### src/acc_pkg.sv
// Constants shared by the converter control block.
// Assumes a single mclk domain and byte-wide registers.
package acc_pkg;
    // Register offsets
    localparam logic [2:0] OFS_CTRL0 = 3'h0;
    localparam logic [2:0] OFS_CTRL1 = 3'h1;
    localparam logic [2:0] OFS_RES_HI = 3'h2;
    localparam logic [2:0] OFS_RES_LO = 3'h3;
    localparam logic [2:0] OFS_VREF = 3'h4;
    localparam logic [2:0] OFS_PFLAG = 3'h5;
    localparam logic [2:0] OFS_PEN = 3'h6;
    localparam logic [2:0] OFS_IRQC = 3'h7;
    // Field positions
    localparam int B_ON = 0;
    localparam int B_GO = 1;
    localparam int B_CHS_LO = 2;
    localparam int B_PREF_LO = 0;
    localparam int B_NREF = 2;
    localparam int B_CS_LO = 4;
    localparam int B_JUSTIFY = 7;
    localparam int B_CONV_GAIN_LO = 0;
    localparam int B_CMP_GAIN_LO = 2;
    localparam int B_TS_RANGE = 4;
    localparam int B_TS_EN = 5;
    localparam int B_REF_RDY = 6;
    localparam int B_REF_EN = 7;
    localparam int B_DONE_FLAG = 0;
    localparam int B_PERIPHERAL_IRQ_ENABLE = 6;
    localparam int B_GIE = 7;
    // Reset values
    localparam logic [7:0] RST_BYTE = 8'h00;
    localparam logic [9:0] RST_RESULT = 10'h000;
    // Channel codes
    localparam logic [4:0] CH_LAST_PIN = 5'h0B;
    localparam logic [4:0] CH_TEMP = 5'h1D;
    localparam logic [4:0] CH_DAC = 5'h1E;
    localparam logic [4:0] CH_FIXED_REF = 5'h1F;
    // Positive reference codes
    localparam logic [1:0] PREF_SUPPLY = 2'h0;
    localparam logic [1:0] PREF_PIN = 2'h2;
    localparam logic [1:0] PREF_FIXED = 2'h3;
    // Conversion timing in half bit periods, last bit index and first trial code
    localparam logic [4:0] HALF_LAST = 5'h16;
    localparam logic [4:0] HALF_FIRST_BIT = 5'h04;
    localparam logic [3:0] BITS_LAST = 4'h9;
    localparam logic [9:0] TRIAL_MSB = 10'h200;
    // One instruction cycle of mclk periods, for the RC start delay
    localparam logic [2:0] INSTR_CYCLES = 3'h4;
    // Clock select codes
    localparam logic [1:0] CS_RC_LOW = 2'h3;
    typedef enum logic [1:0] {
        ACC_IDLE,
        ACC_WAIT_RC,
        ACC_RUN
    } acc_state_e;
endpackage

### src/acc_conv_if.sv
// Link between the control registers, the divider and the sequencer.
// Assumes all three sit on mclk.
`timescale 1ns/10ps
`default_nettype none
interface acc_conv_if;
    logic start;
    logic stop;
    logic half_tick;
    logic busy;
    logic done;
    logic aborted;
    logic [9:0] result;
    logic [9:0] trial;
    logic [2:0] clk_sel;
    modport ctl (output start, stop, clk_sel, input busy, done, aborted, result, trial);
    modport tick (input busy, clk_sel, output half_tick);
    modport sar (input start, stop, half_tick, output busy, done, aborted, result, trial);
endinterface
`default_nettype wire

### src/acc_tick.sv
// Conversion clock: half bit period ticks from mclk or the RC clock.
// Assumes rc_clk_in is sampled synchronously to mclk.
`timescale 1ns/10ps
`default_nettype none
module acc_tick (
    input wire logic mclk,
    input wire logic reset,
    input wire logic rc_clk_in,
    acc_conv_if.tick conv
);
    logic [4:0] cnt_r;
    logic [4:0] half_m1;
    logic rc_prev_r;
    logic rc_sel;

    // Divide 2,4,8,16,32,64: half period of 1..32 mclk
    always_comb begin
        rc_sel = (conv.clk_sel[1:0] == acc_pkg::CS_RC_LOW);
        case (conv.clk_sel)
            3'h0: half_m1 = 5'h00;
            3'h4: half_m1 = 5'h01;
            3'h1: half_m1 = 5'h03;
            3'h5: half_m1 = 5'h07;
            3'h2: half_m1 = 5'h0F;
            3'h6: half_m1 = 5'h1F;
            default: half_m1 = 5'h00;
        endcase
    end

    // Divider runs only during a conversion
    always_ff @(posedge mclk) begin
        if (reset || !conv.busy || cnt_r == half_m1) begin
            cnt_r <= 5'h00;
        end else begin
            cnt_r <= cnt_r + 5'h01;
        end
    end

    // RC clock edge tracking
    always_ff @(posedge mclk) begin
        if (reset) begin
            rc_prev_r <= 1'b0;
        end else begin
            rc_prev_r <= rc_clk_in;
        end
    end

    // Each RC edge or divider wrap is one half bit period
    assign conv.half_tick = conv.busy &&
        (rc_sel ? (rc_clk_in != rc_prev_r) : (cnt_r == half_m1));
endmodule
`default_nettype wire

### src/acc_sar.sv
// Successive approximation sequencer, one decision per bit period.
// Assumes cmp_in is high while the input stands at or above the trial code.
`timescale 1ns/10ps
`default_nettype none
module acc_sar (
    input wire logic mclk,
    input wire logic reset,
    input wire logic cmp_in,
    acc_conv_if.sar conv
);
    logic busy_r;
    logic [4:0] half_r;
    logic [3:0] dec_r;
    logic [9:0] code_r;
    logic last_bit_r;
    logic done_r;
    logic aborted_r;
    logic [9:0] result_r;
    logic [9:0] undecided;
    logic decide;

    // Bits not yet decided, for filling a partial result
    genvar gi;
    generate
        for (gi = 0; gi < 10; gi++) begin : g_fill
            assign undecided[gi] = (32'(gi) + {28'h0, dec_r}) < 32'd10;
        end
    endgenerate

    assign decide = conv.half_tick && half_r >= acc_pkg::HALF_FIRST_BIT && !half_r[0];

    // Sequence of 23 half bit periods
    always_ff @(posedge mclk) begin
        if (reset) begin
            busy_r <= 1'b0;
            half_r <= 5'h00;
            dec_r <= 4'h0;
            code_r <= acc_pkg::RST_RESULT;
            last_bit_r <= 1'b0;
        end else if (conv.start) begin
            busy_r <= 1'b1;
            half_r <= 5'h00;
            dec_r <= 4'h0;
            code_r <= acc_pkg::TRIAL_MSB;
            last_bit_r <= 1'b0; // No stale fill from an earlier conversion
        end else if (busy_r && conv.stop) begin
            busy_r <= 1'b0;
        end else if (conv.half_tick) begin
            half_r <= half_r + 5'h01;
            if (decide) begin
                code_r[4'd9 - dec_r] <= cmp_in;
                if (dec_r != acc_pkg::BITS_LAST) begin
                    code_r[4'd8 - dec_r] <= 1'b1;
                end
                last_bit_r <= cmp_in;
                dec_r <= dec_r + 4'h1;
            end
            if (half_r == acc_pkg::HALF_LAST) begin
                busy_r <= 1'b0;
            end
        end
    end

    // Result and one-cycle completion or abort pulses
    always_ff @(posedge mclk) begin
        if (reset) begin
            done_r <= 1'b0;
            aborted_r <= 1'b0;
            result_r <= acc_pkg::RST_RESULT;
        end else begin
            done_r <= busy_r && !conv.stop && conv.half_tick && half_r == acc_pkg::HALF_LAST;
            aborted_r <= busy_r && conv.stop && !conv.start;
            if (busy_r && conv.stop) begin
                result_r <= (code_r & ~undecided) | (last_bit_r ? undecided : 10'h000);
            end else if (busy_r && conv.half_tick && half_r == acc_pkg::HALF_LAST) begin
                result_r <= {code_r[9:1], cmp_in};
            end
        end
    end

    assign conv.busy = busy_r;
    assign conv.done = done_r;
    assign conv.aborted = aborted_r;
    assign conv.result = result_r;
    assign conv.trial = code_r;

    a_sar_length: assert property (@(posedge mclk) disable iff (reset)
        conv.done |-> $past(half_r) == acc_pkg::HALF_LAST && dec_r == 4'hA)
        else $error("conversion ended at wrong bit period");
endmodule
`default_nettype wire

### src/acc_top.sv
// Converter control: registers, start sequencing, result, wake logic.
// Assumes a plain register port with read data one cycle after the strobe.
`timescale 1ns/10ps
`default_nettype none
module acc_top (
    input wire logic mclk,
    input wire logic reset,
    input wire logic [2:0] addr,
    input wire logic [7:0] wdata,
    input wire logic wr_en,
    input wire logic rd_en,
    output logic [7:0] rdata,
    input wire logic cmp_in,
    input wire logic rc_clk_in,
    input wire logic sleep_mode,
    input wire logic ref_ready_in,
    output logic [4:0] channel_select,
    output logic analog_pin_sel,
    output logic temp_to_converter,
    output logic dac_to_converter,
    output logic fixed_ref_to_converter,
    output logic sample_connect,
    output logic [9:0] trial_code,
    output logic [1:0] positive_ref_select,
    output logic negative_ref_select,
    output logic reference_enable,
    output logic [1:0] converter_ref_gain,
    output logic [1:0] cmp_dac_ref_gain,
    output logic temp_sense_power,
    output logic temp_range_high,
    output logic irq_request,
    output logic wake_request,
    output logic vector_to_isr
);
    acc_conv_if conv ();

    logic [7:0] ctrl0_r;
    logic [7:0] ctrl1_r;
    logic [7:0] vref_r;
    logic [7:0] result_high_r;
    logic [7:0] result_low_r;
    logic [7:0] rdata_r;
    logic done_flag_r;
    logic done_irq_en_r;
    logic global_irq_enable_r;
    logic peripheral_irq_enable_r;
    logic [2:0] wait_r;
    acc_pkg::acc_state_e state_r;
    logic go_r;
    logic converter_on;
    logic rc_sel;
    logic wr_ctrl0;
    logic go_req;
    logic go_clear_req;
    logic wait_end;
    logic abort_req;

    acc_tick u_tick (
        .mclk(mclk),
        .reset(reset),
        .rc_clk_in(rc_clk_in),
        .conv(conv.tick)
    );

    acc_sar u_sar (
        .mclk(mclk),
        .reset(reset),
        .cmp_in(cmp_in),
        .conv(conv.sar)
    );

    // Decoded control fields
    assign converter_on = ctrl0_r[acc_pkg::B_ON];
    assign go_r = ctrl0_r[acc_pkg::B_GO];
    assign rc_sel = ctrl1_r[acc_pkg::B_CS_LO +: 2] == acc_pkg::CS_RC_LOW;
    assign wr_ctrl0 = wr_en && addr == acc_pkg::OFS_CTRL0;
    // Go only counts if the converter was already on
    assign go_req = wr_ctrl0 && wdata[acc_pkg::B_GO] && converter_on &&
        state_r == acc_pkg::ACC_IDLE;
    assign go_clear_req = wr_ctrl0 && !wdata[acc_pkg::B_GO] && go_r;
    assign wait_end = state_r == acc_pkg::ACC_WAIT_RC &&
        wait_r == acc_pkg::INSTR_CYCLES - 3'h1;
    // Sleep stops a conversion unless it runs on the RC clock
    assign abort_req = go_clear_req || !converter_on || (sleep_mode && !rc_sel);

    // Start pulse to the sequencer, delayed on RC clock
    assign conv.start = (go_req && !rc_sel) || (wait_end && !abort_req);
    assign conv.stop = state_r == acc_pkg::ACC_RUN && abort_req;
    assign conv.clk_sel = ctrl1_r[acc_pkg::B_CS_LO +: 3];

    // Start sequencing
    always_ff @(posedge mclk) begin
        if (reset) begin
            state_r <= acc_pkg::ACC_IDLE;
        end else begin
            case (state_r)
                acc_pkg::ACC_IDLE: begin
                    if (go_req) begin
                        state_r <= rc_sel ? acc_pkg::ACC_WAIT_RC : acc_pkg::ACC_RUN;
                    end
                end
                acc_pkg::ACC_WAIT_RC: begin
                    if (abort_req) begin
                        state_r <= acc_pkg::ACC_IDLE;
                    end else if (wait_end) begin
                        state_r <= acc_pkg::ACC_RUN;
                    end
                end
                acc_pkg::ACC_RUN: begin
                    if (conv.done || conv.aborted) begin
                        state_r <= acc_pkg::ACC_IDLE;
                    end
                end
                default: state_r <= acc_pkg::ACC_IDLE;
            endcase
        end
    end

    // One instruction cycle counter for the RC start delay
    always_ff @(posedge mclk) begin
        if (reset || state_r != acc_pkg::ACC_WAIT_RC) begin
            wait_r <= 3'h0;
        end else begin
            wait_r <= wait_r + 3'h1;
        end
    end

    // Control register 0: channel, go and enable
    always_ff @(posedge mclk) begin
        if (reset) begin
            ctrl0_r <= acc_pkg::RST_BYTE;
        end else begin
            if (wr_ctrl0) begin
                ctrl0_r[6:0] <= wdata[6:0];
                ctrl0_r[acc_pkg::B_GO] <= go_req || (go_r && wdata[acc_pkg::B_GO]);
            end
            if (conv.done || conv.aborted ||
                (state_r == acc_pkg::ACC_WAIT_RC && abort_req)) begin
                ctrl0_r[acc_pkg::B_GO] <= 1'b0;
            end
        end
    end

    // Control register 1 and reference control
    always_ff @(posedge mclk) begin
        if (reset) begin
            ctrl1_r <= acc_pkg::RST_BYTE;
            vref_r <= acc_pkg::RST_BYTE;
        end else if (wr_en && addr == acc_pkg::OFS_CTRL1) begin
            ctrl1_r <= wdata & 8'hF7;
        end else if (wr_en && addr == acc_pkg::OFS_VREF) begin
            vref_r <= wdata & 8'hBF;
        end
    end

    // Result pair: loaded on completion or abort, else held
    always_ff @(posedge mclk) begin
        if (reset) begin
            result_high_r <= acc_pkg::RST_BYTE;
            result_low_r <= acc_pkg::RST_BYTE;
        end else if (conv.done || conv.aborted) begin
            if (ctrl1_r[acc_pkg::B_JUSTIFY]) begin
                result_high_r <= {6'h00, conv.result[9:8]};
                result_low_r <= conv.result[7:0];
            end else begin
                result_high_r <= conv.result[9:2];
                result_low_r <= {conv.result[1:0], 6'h00};
            end
        end
    end

    // Done flag: set wins over a software clear
    always_ff @(posedge mclk) begin
        if (reset) begin
            done_flag_r <= 1'b0;
        end else if (conv.done) begin
            done_flag_r <= 1'b1;
        end else if (wr_en && addr == acc_pkg::OFS_PFLAG) begin
            done_flag_r <= wdata[acc_pkg::B_DONE_FLAG];
        end
    end

    // Interrupt enables
    always_ff @(posedge mclk) begin
        if (reset) begin
            done_irq_en_r <= 1'b0;
            global_irq_enable_r <= 1'b0;
            peripheral_irq_enable_r <= 1'b0;
        end else if (wr_en && addr == acc_pkg::OFS_PEN) begin
            done_irq_en_r <= wdata[acc_pkg::B_DONE_FLAG];
        end else if (wr_en && addr == acc_pkg::OFS_IRQC) begin
            global_irq_enable_r <= wdata[acc_pkg::B_GIE];
            peripheral_irq_enable_r <= wdata[acc_pkg::B_PERIPHERAL_IRQ_ENABLE];
        end
    end

    // Read data, one cycle after the strobe
    always_ff @(posedge mclk) begin
        if (reset || !rd_en) begin
            rdata_r <= acc_pkg::RST_BYTE;
        end else begin
            case (addr)
                acc_pkg::OFS_CTRL0: rdata_r <= ctrl0_r;
                acc_pkg::OFS_CTRL1: rdata_r <= ctrl1_r;
                acc_pkg::OFS_RES_HI: rdata_r <= result_high_r;
                acc_pkg::OFS_RES_LO: rdata_r <= result_low_r;
                acc_pkg::OFS_VREF: rdata_r <= vref_r | {1'b0,
                    vref_r[acc_pkg::B_REF_EN] && ref_ready_in, 6'h00};
                acc_pkg::OFS_PFLAG: rdata_r <= {7'h00, done_flag_r};
                acc_pkg::OFS_PEN: rdata_r <= {7'h00, done_irq_en_r};
                acc_pkg::OFS_IRQC: rdata_r <= {global_irq_enable_r,
                    peripheral_irq_enable_r, 6'h00};
                default: rdata_r <= acc_pkg::RST_BYTE;
            endcase
        end
    end
    assign rdata = rdata_r;

    // Input selection toward the sample and hold
    assign channel_select = ctrl0_r[acc_pkg::B_CHS_LO +: 5];
    assign analog_pin_sel = channel_select <= acc_pkg::CH_LAST_PIN;
    assign temp_to_converter = channel_select == acc_pkg::CH_TEMP;
    assign dac_to_converter = channel_select == acc_pkg::CH_DAC;
    assign fixed_ref_to_converter = channel_select == acc_pkg::CH_FIXED_REF;
    // Track the input while idle, hold it while converting
    assign sample_connect = converter_on && !conv.busy;
    assign trial_code = conv.trial;

    // References and temperature sensor
    assign positive_ref_select = ctrl1_r[acc_pkg::B_PREF_LO +: 2];
    assign negative_ref_select = ctrl1_r[acc_pkg::B_NREF];
    assign reference_enable = vref_r[acc_pkg::B_REF_EN];
    assign converter_ref_gain = vref_r[acc_pkg::B_CONV_GAIN_LO +: 2];
    assign cmp_dac_ref_gain = vref_r[acc_pkg::B_CMP_GAIN_LO +: 2];
    assign temp_sense_power = vref_r[acc_pkg::B_TS_EN];
    assign temp_range_high = vref_r[acc_pkg::B_TS_RANGE];

    // Interrupt, wake and resume decision
    assign irq_request = done_flag_r && done_irq_en_r;
    assign wake_request = sleep_mode && irq_request;
    assign vector_to_isr = irq_request && global_irq_enable_r && peripheral_irq_enable_r;

    a_flag_on_done: assert property (@(posedge mclk) disable iff (reset)
        conv.done |=> done_flag_r && !go_r)
        else $error("done did not set flag or clear go");
    a_flag_sticky: assert property (@(posedge mclk) disable iff (reset)
        done_flag_r && !(wr_en && addr == acc_pkg::OFS_PFLAG) |=> done_flag_r)
        else $error("done flag cleared without software");
    a_right_zero: assert property (@(posedge mclk) disable iff (reset)
        conv.done && ctrl1_r[acc_pkg::B_JUSTIFY] |=>
        result_high_r[7:2] == 6'h00 && result_low_r == $past(conv.result[7:0]))
        else $error("right justified load wrong");
    a_left_zero: assert property (@(posedge mclk) disable iff (reset)
        conv.done && !ctrl1_r[acc_pkg::B_JUSTIFY] |=>
        result_low_r[5:0] == 6'h00 && result_high_r == $past(conv.result[9:2]))
        else $error("left justified load wrong");
    a_result_hold: assert property (@(posedge mclk) disable iff (reset)
        !conv.done && !conv.aborted |=> $stable(result_high_r) && $stable(result_low_r))
        else $error("result changed without a load");
    a_irq_gate: assert property (@(posedge mclk) disable iff (reset)
        irq_request |-> done_flag_r && done_irq_en_r)
        else $error("interrupt request not gated by enable");
    a_sleep_abort: assert property (@(posedge mclk) disable iff (reset)
        conv.busy && sleep_mode && !rc_sel |=> !conv.busy ##1 !go_r)
        else $error("conversion ran in sleep off RC clock");
    a_rc_delay: assert property (@(posedge mclk) disable iff (reset)
        go_req && rc_sel |-> !conv.start ##1 !conv.start [*3])
        else $error("RC start not delayed");
    a_go_start: assert property (@(posedge mclk) disable iff (reset)
        go_req && !rc_sel |=> go_r && conv.busy)
        else $error("go write did not start");
    a_temp_route: assert property (@(posedge mclk) disable iff (reset)
        temp_to_converter |-> ctrl0_r[6:2] == 5'h1D && !analog_pin_sel)
        else $error("temperature channel misrouted");
endmodule
`default_nettype wire

### config.mk
export PLATFORM = sky130hd
export DESIGN_NAME = acc_top
export DESIGN_NICKNAME = d
export VERILOG_FILES = /design/src/acc_pkg.sv /design/src/acc_conv_if.sv /design/src/acc_tick.sv /design/src/acc_sar.sv /design/src/acc_top.sv
export SDC_FILE = /design/constraint.sdc
export NUM_CORES = 1
export LEC_CHECK = 0
export BUFFER_PORTS_ARGS = -buffer_cell sky130_fd_sc_hd__buf_2
export CAP_MARGIN = 10
export CORE_MARGIN = 2
export CORE_UTILIZATION = 54
export DETAILED_ROUTE_END_ITERATION = 16
export HOLD_SLACK_MARGIN = 0.15
export PLACE_DENSITY_LB_ADDON = 0.15
export REMOVE_ABC_BUFFERS = 1
export SLEW_MARGIN = 20
export SYNTH_ARGS = -nofsm -noshare
export SYNTH_HDL_FRONTEND = slang
export SYNTH_SLANG_ARGS = --single-unit
### constraint.sdc
create_clock -name mclk -period 7.1 [get_ports mclk]
set_clock_uncertainty 0.1 [all_clocks]
set_input_delay 0.355 -clock mclk [delete_from_list [all_inputs] [get_ports mclk]]
set_output_delay 0.355 -clock mclk [all_outputs]
set_load 0.03 [all_outputs]
==> results of run 1 <==
-- stage by stage --
step	cell area [um2]	worst slack, ns	power [W]
CTS	5455	4.054	0.0009194
global placement	5214	4.137	0.0005954
floorplan	4766	4.354	0.0005676
detailed placement	5223	4.074	0.0005966
finish	5461	4.052	0.0009121
global route	5461	3.778	0.0009500
-- logic make-up after synthesis --
| kind of cell | after synthesis |
|---|---|
| and+or+nand+nor | 218 |
| xor gates and xnor gates | 19 |
| DFF | 93 |
| AOI/OAI and AO/OA | 119 |
| buffers and inverters | 63 |
| muxes | 48 |
| adders and majority gates | 21 |
-- sequential cells by signal, summed over array words and instances (netlist names), 3 cells and up --
name and cells:
u_sar.half_r 5, result_low_r 8, rdata 8, u_tick.cnt_r 5, wait_r 3, u_sar.dec_r 4
ctrl0_r 7, ctrl1_r 7, u_sar.conv.result 10, u_sar.conv.trial 10, vref_r 7, result_high_r 8
-- synth_stat cells (3+ instances only) --
| cell | count |
|---|---|
| and3_1 | 5 |
| nand3_1 | 23 |
| nand4_1 | 3 |
| mux2i_1 | 40 |
| nand3b_1 | 9 |
| nand2b_1 | 5 |
| a311oi_1 | 3 |
| a21oi_1 | 40 |
| and2_1 | 6 |
| ha_1 | 21 |
| o211ai_1 | 3 |
| xnor2_1 | 13 |
| o21ai_0 | 12 |
| nor3b_1 | 4 |
| a31oi_1 | 3 |
| a211oi_1 | 16 |
| dfxtp_1 | 93 |
| o22ai_1 | 7 |
| xor2_1 | 6 |
| a31o_2 | 3 |
| nor2b_1 | 8 |
| buf_4 | 7 |
| buf_2 | 4 |
| clkbuf_1 | 27 |
| inv_1 | 18 |
| buf_6 | 5 |
| a22oi_1 | 11 |
| nand2_1 | 57 |
| mux2_2 | 8 |
| nor3_1 | 17 |
| nor2_1 | 63 |
-- worst min-delay path, stage by stage --
cell     delay (ns)
buf_2          0.11
mux2i_1        0.07
nor2_1         0.07
-- metal layers --
metal / global-route usage, % / up-vias
met2: 38.00 / 99
met4: 8.535 / 0
met3: 3.760 / 18
met5: 0 / -
met1: 34.18 / 1992
li1: - / 2115
-- area by class of cell --
cell class | count | area [um2]
Fill cell | 836 | 3647
Timing Repair Buffer | 66 | 362.8
Sequential cell | 93 | 1862
Clock inverter | 6 | 48.80
Multi-Input combinational cell | 425 | 2858
Tap cell | 111 | 138.9
Clock buffer | 9 | 123.9
Inverter | 18 | 67.56
-- worst min path at each step --
| stage | to |
|---|---|
| 2_1_floorplan | wait_r[0] |
| 4_1_cts | global_irq_enable_r |
| 6_report | global_irq_enable_r |
| 3_3_place_gp | wait_r[0] |
| 5_1_grt | ctrl0_r[0] |
| 3_5_place_dp | wait_r[0] |
-- what timing repair did --
action	4_1_cts	5_1_grt
hold buffers	6	0
resized for setup	0	0
hold endpoints to repair	6	0
endpoints found under the setup margin	0	0
-- power by group --
part	switching [W]	internal, W	leakage (nW)	total (W)
Sequential	0.00000415	0.000525	0.750	0.000529
Combinational	0.0000386	0.0000196	1.21	0.0000582
Clock	0.000196	0.000129	0.0836	0.000325
Total	0.000238	0.000674	2.04	0.000912
==> results.ini, run 1 <==
[detailed_routing]
detail-route-antenna-nets=0
wirelength_um=11800
drt-met1-wl_um=5659
drt_pre_antenna_iters=5
vias_per_cell=5.802
route.detailed.drc=0
met2_wirelength_um=5478
avgRoutedWirePerCell_um=16.21
top_signal_layer_used=met4
met3RoutedLength_um=442
via_count=4224
first_iter_violations=188

[grt]
via_count_of_the_first_global_routing_pass=3916
overall_global_routing_usage_pct=24.30
global_route_wire_length_before_repair_um=19520
grt_overflow=0
grt_max_degree=62
antenna_found_initial=0

[synthesis]
synth_top_area_cell=dfxtp_1
synth-seq-cells=93
post_synth_cell_types=62
netlist_instances=581
synthesis.area_mm2=0.005004
post_synthesis_area_per_instance_um2=8.612
synth_top_family_by_area=simple AND/OR/NAND/NOR gates
synth_simple_gate_area_share_pct=21.71
synthTopCellsByArea=dfxtp_1, mux2i_1, ha_1, nor2_1, nand2_1
synth_xor_area_share_pct=3.326
yosys-mux-area-fraction_pct=9.802
synth_largest_type_area_fraction_pct=37.21
post_synth_edffs=0
synth_sequential_area_ratio_pct=37.21
synth_async_sr_flop_share_pct=0
synth_compound_area_share_pct=16.60
ys.warnings.count=0
synth-adder-area-share_pct=5.251
ys_dominant_reg_cell=dfxtp_1

[place]
final_weighted_congestion_in_routability_driven_placement=0.8968
place.detailed.instances=707
hpwl_um=8546
port_buffers=59

[timing]
fin_hold_ws_ns=0.1774
slew_viol_final=0
grt_setup_unrepaired=false
fin_tns_setup_ns=0
slew-limit-headroom_pct=32.67
finalWorstPathRequiredPeriod_ns=3.048
worst_slew_pin_slew_ns=0.9973
finalSetupViolCount=0
finalCritPeriodShare_pct=42.93
fmax_mhz=328.1
hold_violation_count_in_the_final_report=0

[final_layout]
final_core_utilization_pct=59.96
layout.cells.most_common=dfxtp_1
cell_count_final_fillers_out=728
antenna-diode-count=0
synthToLayoutAreaGrowth_pct=9.152
fin_nets=653
layout.cells.most_common_list=dfxtp_1, nor2_1, buf_2, nand2_1
post_route_cells_drive_above_1_share_pct=17.18

[clock_tree]
h-tree-depth=3
cts_buffers=9
cts.repair_timing.setup_buffer_count=0
insertion_delay_ns=0.37
max-clock-path-buffers=2
cts_root_buffer_type=clkbuf_8
cts_num_sinks=93
clk_transition_reported_paths_ns=0.09
cts_tree=built

[critical_path]
cp_num_cells=8
required_ns=7.27
crit_path_cell_trace=inv_1 -> ha_1 -> a21oi_1 -> xnor2_1 -> o41a_1 -> nor2_1 -> a21oi_1 -> a311oi_1
r2r_setup_slack_ns=4.05
crit_path_frequent_cell=a21oi_1
crit_start=ctrl1_r[5]
worst_ep_arrival_time_ns=3.22
r2r_end=u_sar.conv.trial[8]
path_max_fanout=18
nature_of_the_critical_path_endpoint=flop
cp_slowest_stage_delay_ns=0.71
worst_path_dominant_cell_family=compound AO/OA/AOI/OAI gates
regToRegStartpoint=ctrl1_r[5]
worstSetupPathType=reg2reg
cpMaxStageDelayCell=o41a_1
worst-path-buf-inv=1
setup.worst_path.start_class=flop
reg2reg_depth=8
capturing_instance_or_port_of_the_critical_path=u_sar.conv.trial[8]

[worst_hold_path]
min_from=wdata[7]
min_path_cells=3
timing.hold.worst.class=in2reg

[run_status]
outcome=complete, no violations

[floorplanning]
fp.dieW_um=100.3
fp.dieArea_mm2=0.01005
ioPinCount=60
row_count=35
die-height_um=100.3
floorplan.initialDensity_pct=54.93
coreArea_mm2=0.009109

[pwr]
power.density_cell_area_mw_per_mm2=167.0
p_leak_nw=2.045
peak_supply_drop_v=0.00009673

[flow_run]
timing.max_cap.violations=0

Power figures use the tool's default switching activity.
==> run 2, diff against run 1 <==
CORE_UTILIZATION = 53   (was 54)
clock period = 2.7 ns   (was 7.1 ns; I/O delays follow)
==> results.ini, run 2 (synthesis results as in run 1) <==
[critical_path]
worst_ep_arrival_time_ns=2.70  ; was 3.22 ns
worstSetupPathType=in2reg  ; was reg2reg
nature_of_the_critical_path_endpoint=flop  ; unchanged
setup.worst_path.start_class=input pin  ; was flop
cpMaxStageDelayCell=or4b_4  ; was o41a_1
path_max_fanout=10  ; was 18
crit_path_cell_trace=dlygate4sd3_1 -> buf_2 -> or4b_4 -> o311a_4 -> nor2_8 -> or2_2 -> buf_4 -> nor3_2 -> a311o_2  ; was inv_1 -> ha_1 -> a21oi_1 -> xnor2_1 -> o41a_1 -> nor2_1 -> a21oi_1 -> a311oi_1
required_ns=2.85  ; was 7.27 ns
cp_slowest_stage_delay_ns=0.65  ; was 0.71 ns

[place]
final_weighted_congestion_in_routability_driven_placement=0.9212  ; was 0.8968
hpwl_um=8853  ; was 8546 um
post_dp_cell_area_mm2=0.005394  ; was 0.005223 mm2
port_buffers=59  ; unchanged

[run_status]
outcome=complete, no violations  ; unchanged

[final_layout]
nFillCells=785  ; was 836
sequential_cell_area_mm2=0.001866  ; was 0.001862 mm2
layout.cells.most_common=dfxtp_1  ; unchanged
multi_input_area_mm2=0.002858  ; unchanged
layout.cell_area.non_filler_mm2=0.005804  ; was 0.005461 mm2
post_route_cells_drive_above_1_share_pct=20.37  ; was 17.18%
layout.cells.most_common_list=dfxtp_1, nor2_1, buf_2, nand2_1, mux2i_1  ; was dfxtp_1, nor2_1, buf_2, nand2_1
antenna-diode-count=0  ; unchanged
synthToLayoutAreaGrowth_pct=16.00  ; was 9.152%
fin_nets=688  ; was 653
final_core_utilization_pct=63.12  ; was 59.96%

[detailed_routing]
via_count=4374  ; was 4,224
wirelength_um=12250  ; was 11,800 um
avgRoutedWirePerCell_um=16.03  ; was 16.21 um
route.detailed.drc=0  ; unchanged
first_iter_violations=267  ; was 188
vias_per_cell=5.725  ; was 5.802
detail-route-antenna-nets=0  ; unchanged
drt_pre_antenna_iters=5  ; unchanged

[grt]
grt_overflow=0  ; unchanged
antenna_found_initial=0  ; unchanged
overall_global_routing_usage_pct=24.31  ; was 24.30%
grt_max_degree=38  ; was 62
global_route_wire_length_before_repair_um=19880  ; was 19,520 um
via_count_of_the_first_global_routing_pass=4067  ; was 3,916

[pwr]
peak_supply_drop_v=0.0002577  ; was 0.00009673 V
p_leak_nw=2.237  ; was 2.045 nW
power.density_cell_area_mw_per_mm2=450.1  ; was 167.0 mW/mm2
power_w=0.002612  ; was 0.0009121 W

[clock_tree]
cts_num_sinks=93  ; unchanged
cts_root_buffer_type=clkbuf_8  ; unchanged
h-tree-depth=3  ; unchanged
cts.repair_timing.setup_buffer_count=0  ; unchanged
clk_transition_reported_paths_ns=0.10  ; was 0.09 ns
cts_buffers=9  ; unchanged
insertion_delay_ns=0.36  ; was 0.37 ns
cts_tree=built  ; unchanged
max-clock-path-buffers=2  ; unchanged

[floorplanning]
ioPinCount=60  ; unchanged
die-height_um=101.2  ; was 100.3 um
row_count=35  ; unchanged
floorplan.initialDensity_pct=54.41  ; was 54.93%
fp.dieArea_mm2=0.01023  ; was 0.01005 mm2
coreArea_mm2=0.009196  ; was 0.009109 mm2
fp.dieW_um=101.2  ; was 100.3 um

[timing]
hold_violation_count_in_the_final_report=0  ; unchanged
slew_viol_final=0  ; unchanged
fmax_mhz=390.9
finalCritPeriodShare_pct=94.76
slew-limit-headroom_pct=38.54  ; was 32.67%
finalWorstPathRequiredPeriod_ns=2.558
worst_slew_pin_slew_ns=0.9185  ; was 0.9973 ns
finalSetupViolCount=0  ; unchanged
grt_setup_unrepaired=false  ; unchanged
fin_hold_ws_ns=0.1814  ; was 0.1774 ns

[worst_hold_path]
timing.hold.worst.class=in2reg  ; unchanged

[flow_run]
timing.max_cap.violations=0  ; unchanged

## run 2: metal layers
| metal | up-vias | global-route usage (%) | routed length, um |
|---|---|---|---|
| met1 | 2049 | 33.13 | 5622 |
| met4 | 0 | 8.420 | 203 |
| li1 | 2178 | - | - |
| met2 | 129 | 39.94 | 5790 |
| met5 | - | 0 | 0 |
| met3 | 18 | 3.037 | 628 |
## run 2: metrics by stage
| step | worst slack [ns] | setup TNS [ns] | instances |
|---|---|---|---|
| after floorplan | -0.04565 | -0.04565 | 536 |
| after global placement | 0.1835 | 0 | 731 |
| after detailed placement | 0.06173 | 0 | 731 |
| after CTS | 0.02129 | 0 | 763 |
| after global routing | 0.01280 | 0 | 764 |
| final | 0.1415 | 0 | 764 |
## run 2: worst max-delay path, delay by kind of cell
family	cells	cell delay, ns
buf+inv	3	0.80
compound gates	2	0.75
simple gates	4	1.01
## run 2: layout make-up
class,instances,area share [%]
multi-input combinational,425,49.23
sequential,93,32.14
timing repair buffer,101,11.23
tap,111,2.393
clock buffer,10,2.199
clock inverter,6,1.638
inverter,18,1.164
## run 2: power breakdown
| part | total [W] | switching, W | leakage [nW] | internal [W] |
|---|---|---|---|---|
| clock network | 0.00105 | 0.000517 | 0.105 | 0.000532 |
| registers | 0.00139 | 0.00000988 | 0.751 | 0.00138 |
| logic | 0.000173 | 0.000106 | 1.38 | 0.0000670 |
## run 2: final timing paths
path / startpoint / end / slack [ns] / depth (start not counted)
hold / removal: wr_en / done_irq_en_r / 0.18 / 5
setup / recovery: addr[1] / u_sar.conv.trial[6] / 0.14 / 9
hold reg to reg: wait_r[0] / wait_r[0] / 0.33 / 1
setup reg to reg: ctrl1_r[5] / u_sar.conv.trial[6] / 0.20 / 9
## run 2: timing repair
| item | CTS | global route |
|---|---|---|
| hold endpoints to repair | 37 | 0 |
| hold buffers | 16 | 0 |
| setup endpoints to repair | 0 | 19 |
| gates resized for setup | 0 | 6 |
==> run 3, diff against run 2 <==
BUFFER_PORTS_ARGS = default   (was -buffer_cell sky130_fd_sc_hd__buf_2)
CORE_UTILIZATION = 54   (was 53)
DONT_BUFFER_PORTS = 1   (was default)
==> results.ini, run 3 (synthesis results as in run 1) <==
[floorplanning]
ioPinCount=60  ; unchanged
floorplan.initialDensity_pct=54.93  ; was 54.41%
coreArea_mm2=0.009109  ; was 0.009196 mm2
fp.dieArea_mm2=0.01005  ; was 0.01023 mm2
die-height_um=100.3  ; was 101.2 um
row_count=35  ; unchanged
fp.dieW_um=100.3  ; was 101.2 um

[place]
detailedPlace.worstSlack_ns=0.2118  ; was 0.06173 ns
place.detailed.instances=671  ; was 731
port_buffers=0  ; was 59
hpwl_um=8729  ; was 8853 um
final_weighted_congestion_in_routability_driven_placement=0.8899  ; was 0.9212

[pwr]
p_leak_nw=2.046  ; was 2.237 nW
power.density_cell_area_mw_per_mm2=447.0  ; was 450.1 mW/mm2
peak_supply_drop_v=0.0002521  ; was 0.0002577 V
power_w=0.002555  ; was 0.002612 W

[timing]
slew-limit-headroom_pct=43.16  ; was 38.54%
setup_slack_ns=0.1941  ; was 0.1415 ns
finalSetupViolCount=0  ; unchanged
hold_violation_count_in_the_final_report=0  ; unchanged
slew_viol_final=0  ; unchanged
finalWorstPathRequiredPeriod_ns=2.506  ; was 2.558 ns
grt_setup_unrepaired=false  ; unchanged
worst_slew_pin_slew_ns=0.8495  ; was 0.9185 ns
finalCritPeriodShare_pct=92.81  ; was 94.76%
fmax_mhz=399.1  ; was 390.9 MHz

[final_layout]
layout.cells.most_common=dfxtp_1  ; unchanged
fin_nets=650  ; was 688
synthToLayoutAreaGrowth_pct=14.25  ; was 16.00%
cell_count_final_fillers_out=726  ; was 764
antenna-diode-count=0  ; unchanged
post_route_cells_drive_above_1_share_pct=11.54  ; was 20.37%
sequential_cell_area_mm2=0.001862  ; was 0.001866 mm2
layout.cells.most_common_list=dfxtp_1, nor2_1, nand2_1, a21oi_1, mux2i_1  ; was dfxtp_1, nor2_1, buf_2, nand2_1, mux2i_1
multi_input_area_mm2=0.002843  ; was 0.002858 mm2
nFillCells=782  ; was 785

[critical_path]
capturing_instance_or_port_of_the_critical_path=u_sar.conv.trial[6]  ; unchanged
crit_start=ctrl1_r[5]  ; was addr[1]
r2r_setup_slack_ns=0.19  ; was 0.20 ns
cpMaxStageDelayCell=or4bb_1  ; was or4b_4
cp_num_cells=8  ; was 9
required_ns=2.85  ; about the same
worst-path-buf-inv=1  ; was 3
worst_ep_arrival_time_ns=2.65  ; was 2.70 ns
crit_path_cell_trace=buf_4 -> ha_1 -> or4bb_1 -> nor3_1 -> a211oi_4 -> nand2_2 -> nor3_2 -> a311o_2  ; was dlygate4sd3_1 -> buf_2 -> or4b_4 -> o311a_4 -> nor2_8 -> or2_2 -> buf_4 -> nor3_2 -> a311o_2
path_max_fanout=10  ; unchanged
cp_slowest_stage_delay_ns=0.49  ; was 0.65 ns
setup.worst_path.start_class=flop  ; was input pin
worstSetupPathType=reg2reg  ; was in2reg
worst_path_dominant_cell_family=simple AND/OR/NAND/NOR gates  ; unchanged
nature_of_the_critical_path_endpoint=flop  ; unchanged
regToRegStartpoint=ctrl1_r[5]  ; unchanged
r2r_end=u_sar.conv.trial[6]  ; unchanged
reg2reg_depth=8  ; was 9

[worst_hold_path]
timing.hold.worst.class=in2reg  ; unchanged

[grt]
antenna_found_initial=0  ; unchanged
use_met3_pct=4.387  ; was 3.037%
m2_gr_usage_pct=42.85  ; was 39.94%
via_count_of_the_first_global_routing_pass=4191  ; was 4,067
overall_global_routing_usage_pct=26.01  ; was 24.31%
grt_overflow=0  ; unchanged
grt.busiest_layer=met2  ; unchanged
global_route_wire_length_before_repair_um=21050  ; was 19,880 um
grt.met1_usage_pct=34.96  ; was 33.13%
grt_max_degree=62  ; was 38

[clock_tree]
cts_tree=built  ; unchanged
cts_buffers=9  ; unchanged
cts.repair_timing.setup_buffer_count=0  ; unchanged
clk_transition_reported_paths_ns=0.10  ; about the same
insertion_delay_ns=0.36  ; about the same
max-clock-path-buffers=2  ; unchanged
cts_num_sinks=93  ; unchanged
h-tree-depth=3  ; unchanged
cts_root_buffer_type=clkbuf_8  ; unchanged

[detailed_routing]
drt_pre_antenna_iters=5  ; unchanged
wirelength_um=12750  ; was 12,250 um
detail-route-antenna-nets=0  ; unchanged
first_iter_violations=193  ; was 267
vias_per_cell=5.966  ; was 5.725
avgRoutedWirePerCell_um=17.57  ; was 16.03 um
via_count=4331  ; was 4,374
route.detailed.drc=0  ; unchanged

[flow_run]
timing.max_cap.violations=0  ; unchanged

[run_status]
outcome=complete, no violations  ; unchanged

## run 3: final cells by class
class | count | area share [%]
clock buffer | 10 | 2.408
inverter | 18 | 1.182
timing repair buffer | 63 | 10.35
tap | 111 | 2.429
multi-input combinational | 425 | 49.73
clock inverter | 6 | 1.335
sequential | 93 | 32.57
## run 3: through the flow
stage,setup TNS [ns],util [%],area (um2),hold slack (ns)
final,0,62.76,5717,0.1742
after global routing,0,62.76,5717,0.1510
after CTS,0,62.72,5713,0.1554
after detailed placement,0,55.89,5091,0.1126
after global placement,0,55.89,5091,0.1106
after floorplan,-0.04565,-,4766,0.1041
## run 3: tightest hold or removal path: cells and delay by family
family,cells,cell delay (ns)
AND/OR/NAND/NOR,1,0.14
multiplexers,1,0.15
AO/OA/AOI/OAI,2,0.19
## run 3: how the worst min path moves through the flow
stage,startpoint,to,cells past startpoint
2_1_floorplan,reset,ctrl0_r[0],1
3_3_place_gp,reset,ctrl0_r[6],1
3_5_place_dp,reset,vref_r[2],1
4_1_cts,addr[2],rdata[0],4
5_1_grt,addr[0],rdata[4],4
6_report,addr[0],rdata[1],4
## run 3: layer usage
layer  part of all wire [%]  vias up
li1                       -     2109
met1                     44     2051
met2                     48      148
met3                    5.5       23
met4                    1.9        0
met5                      0        -
## run 3: power breakdown
part	switching [W]	leakage, nW	total [W]	internal, W
sequential	0.0000239	0.750	0.00140	0.00138
combinational	0.0000861	1.19	0.000151	0.0000652
clock	0.000527	0.110	0.000999	0.000472
total	0.000637	2.05	0.00256	0.00192
## run 3: repair_timing
item,4_1_cts,5_1_grt
hold buffers,39,0
hold endpoints to repair,92,0
gates resized for setup,0,1
endpoints found under the setup margin,0,2
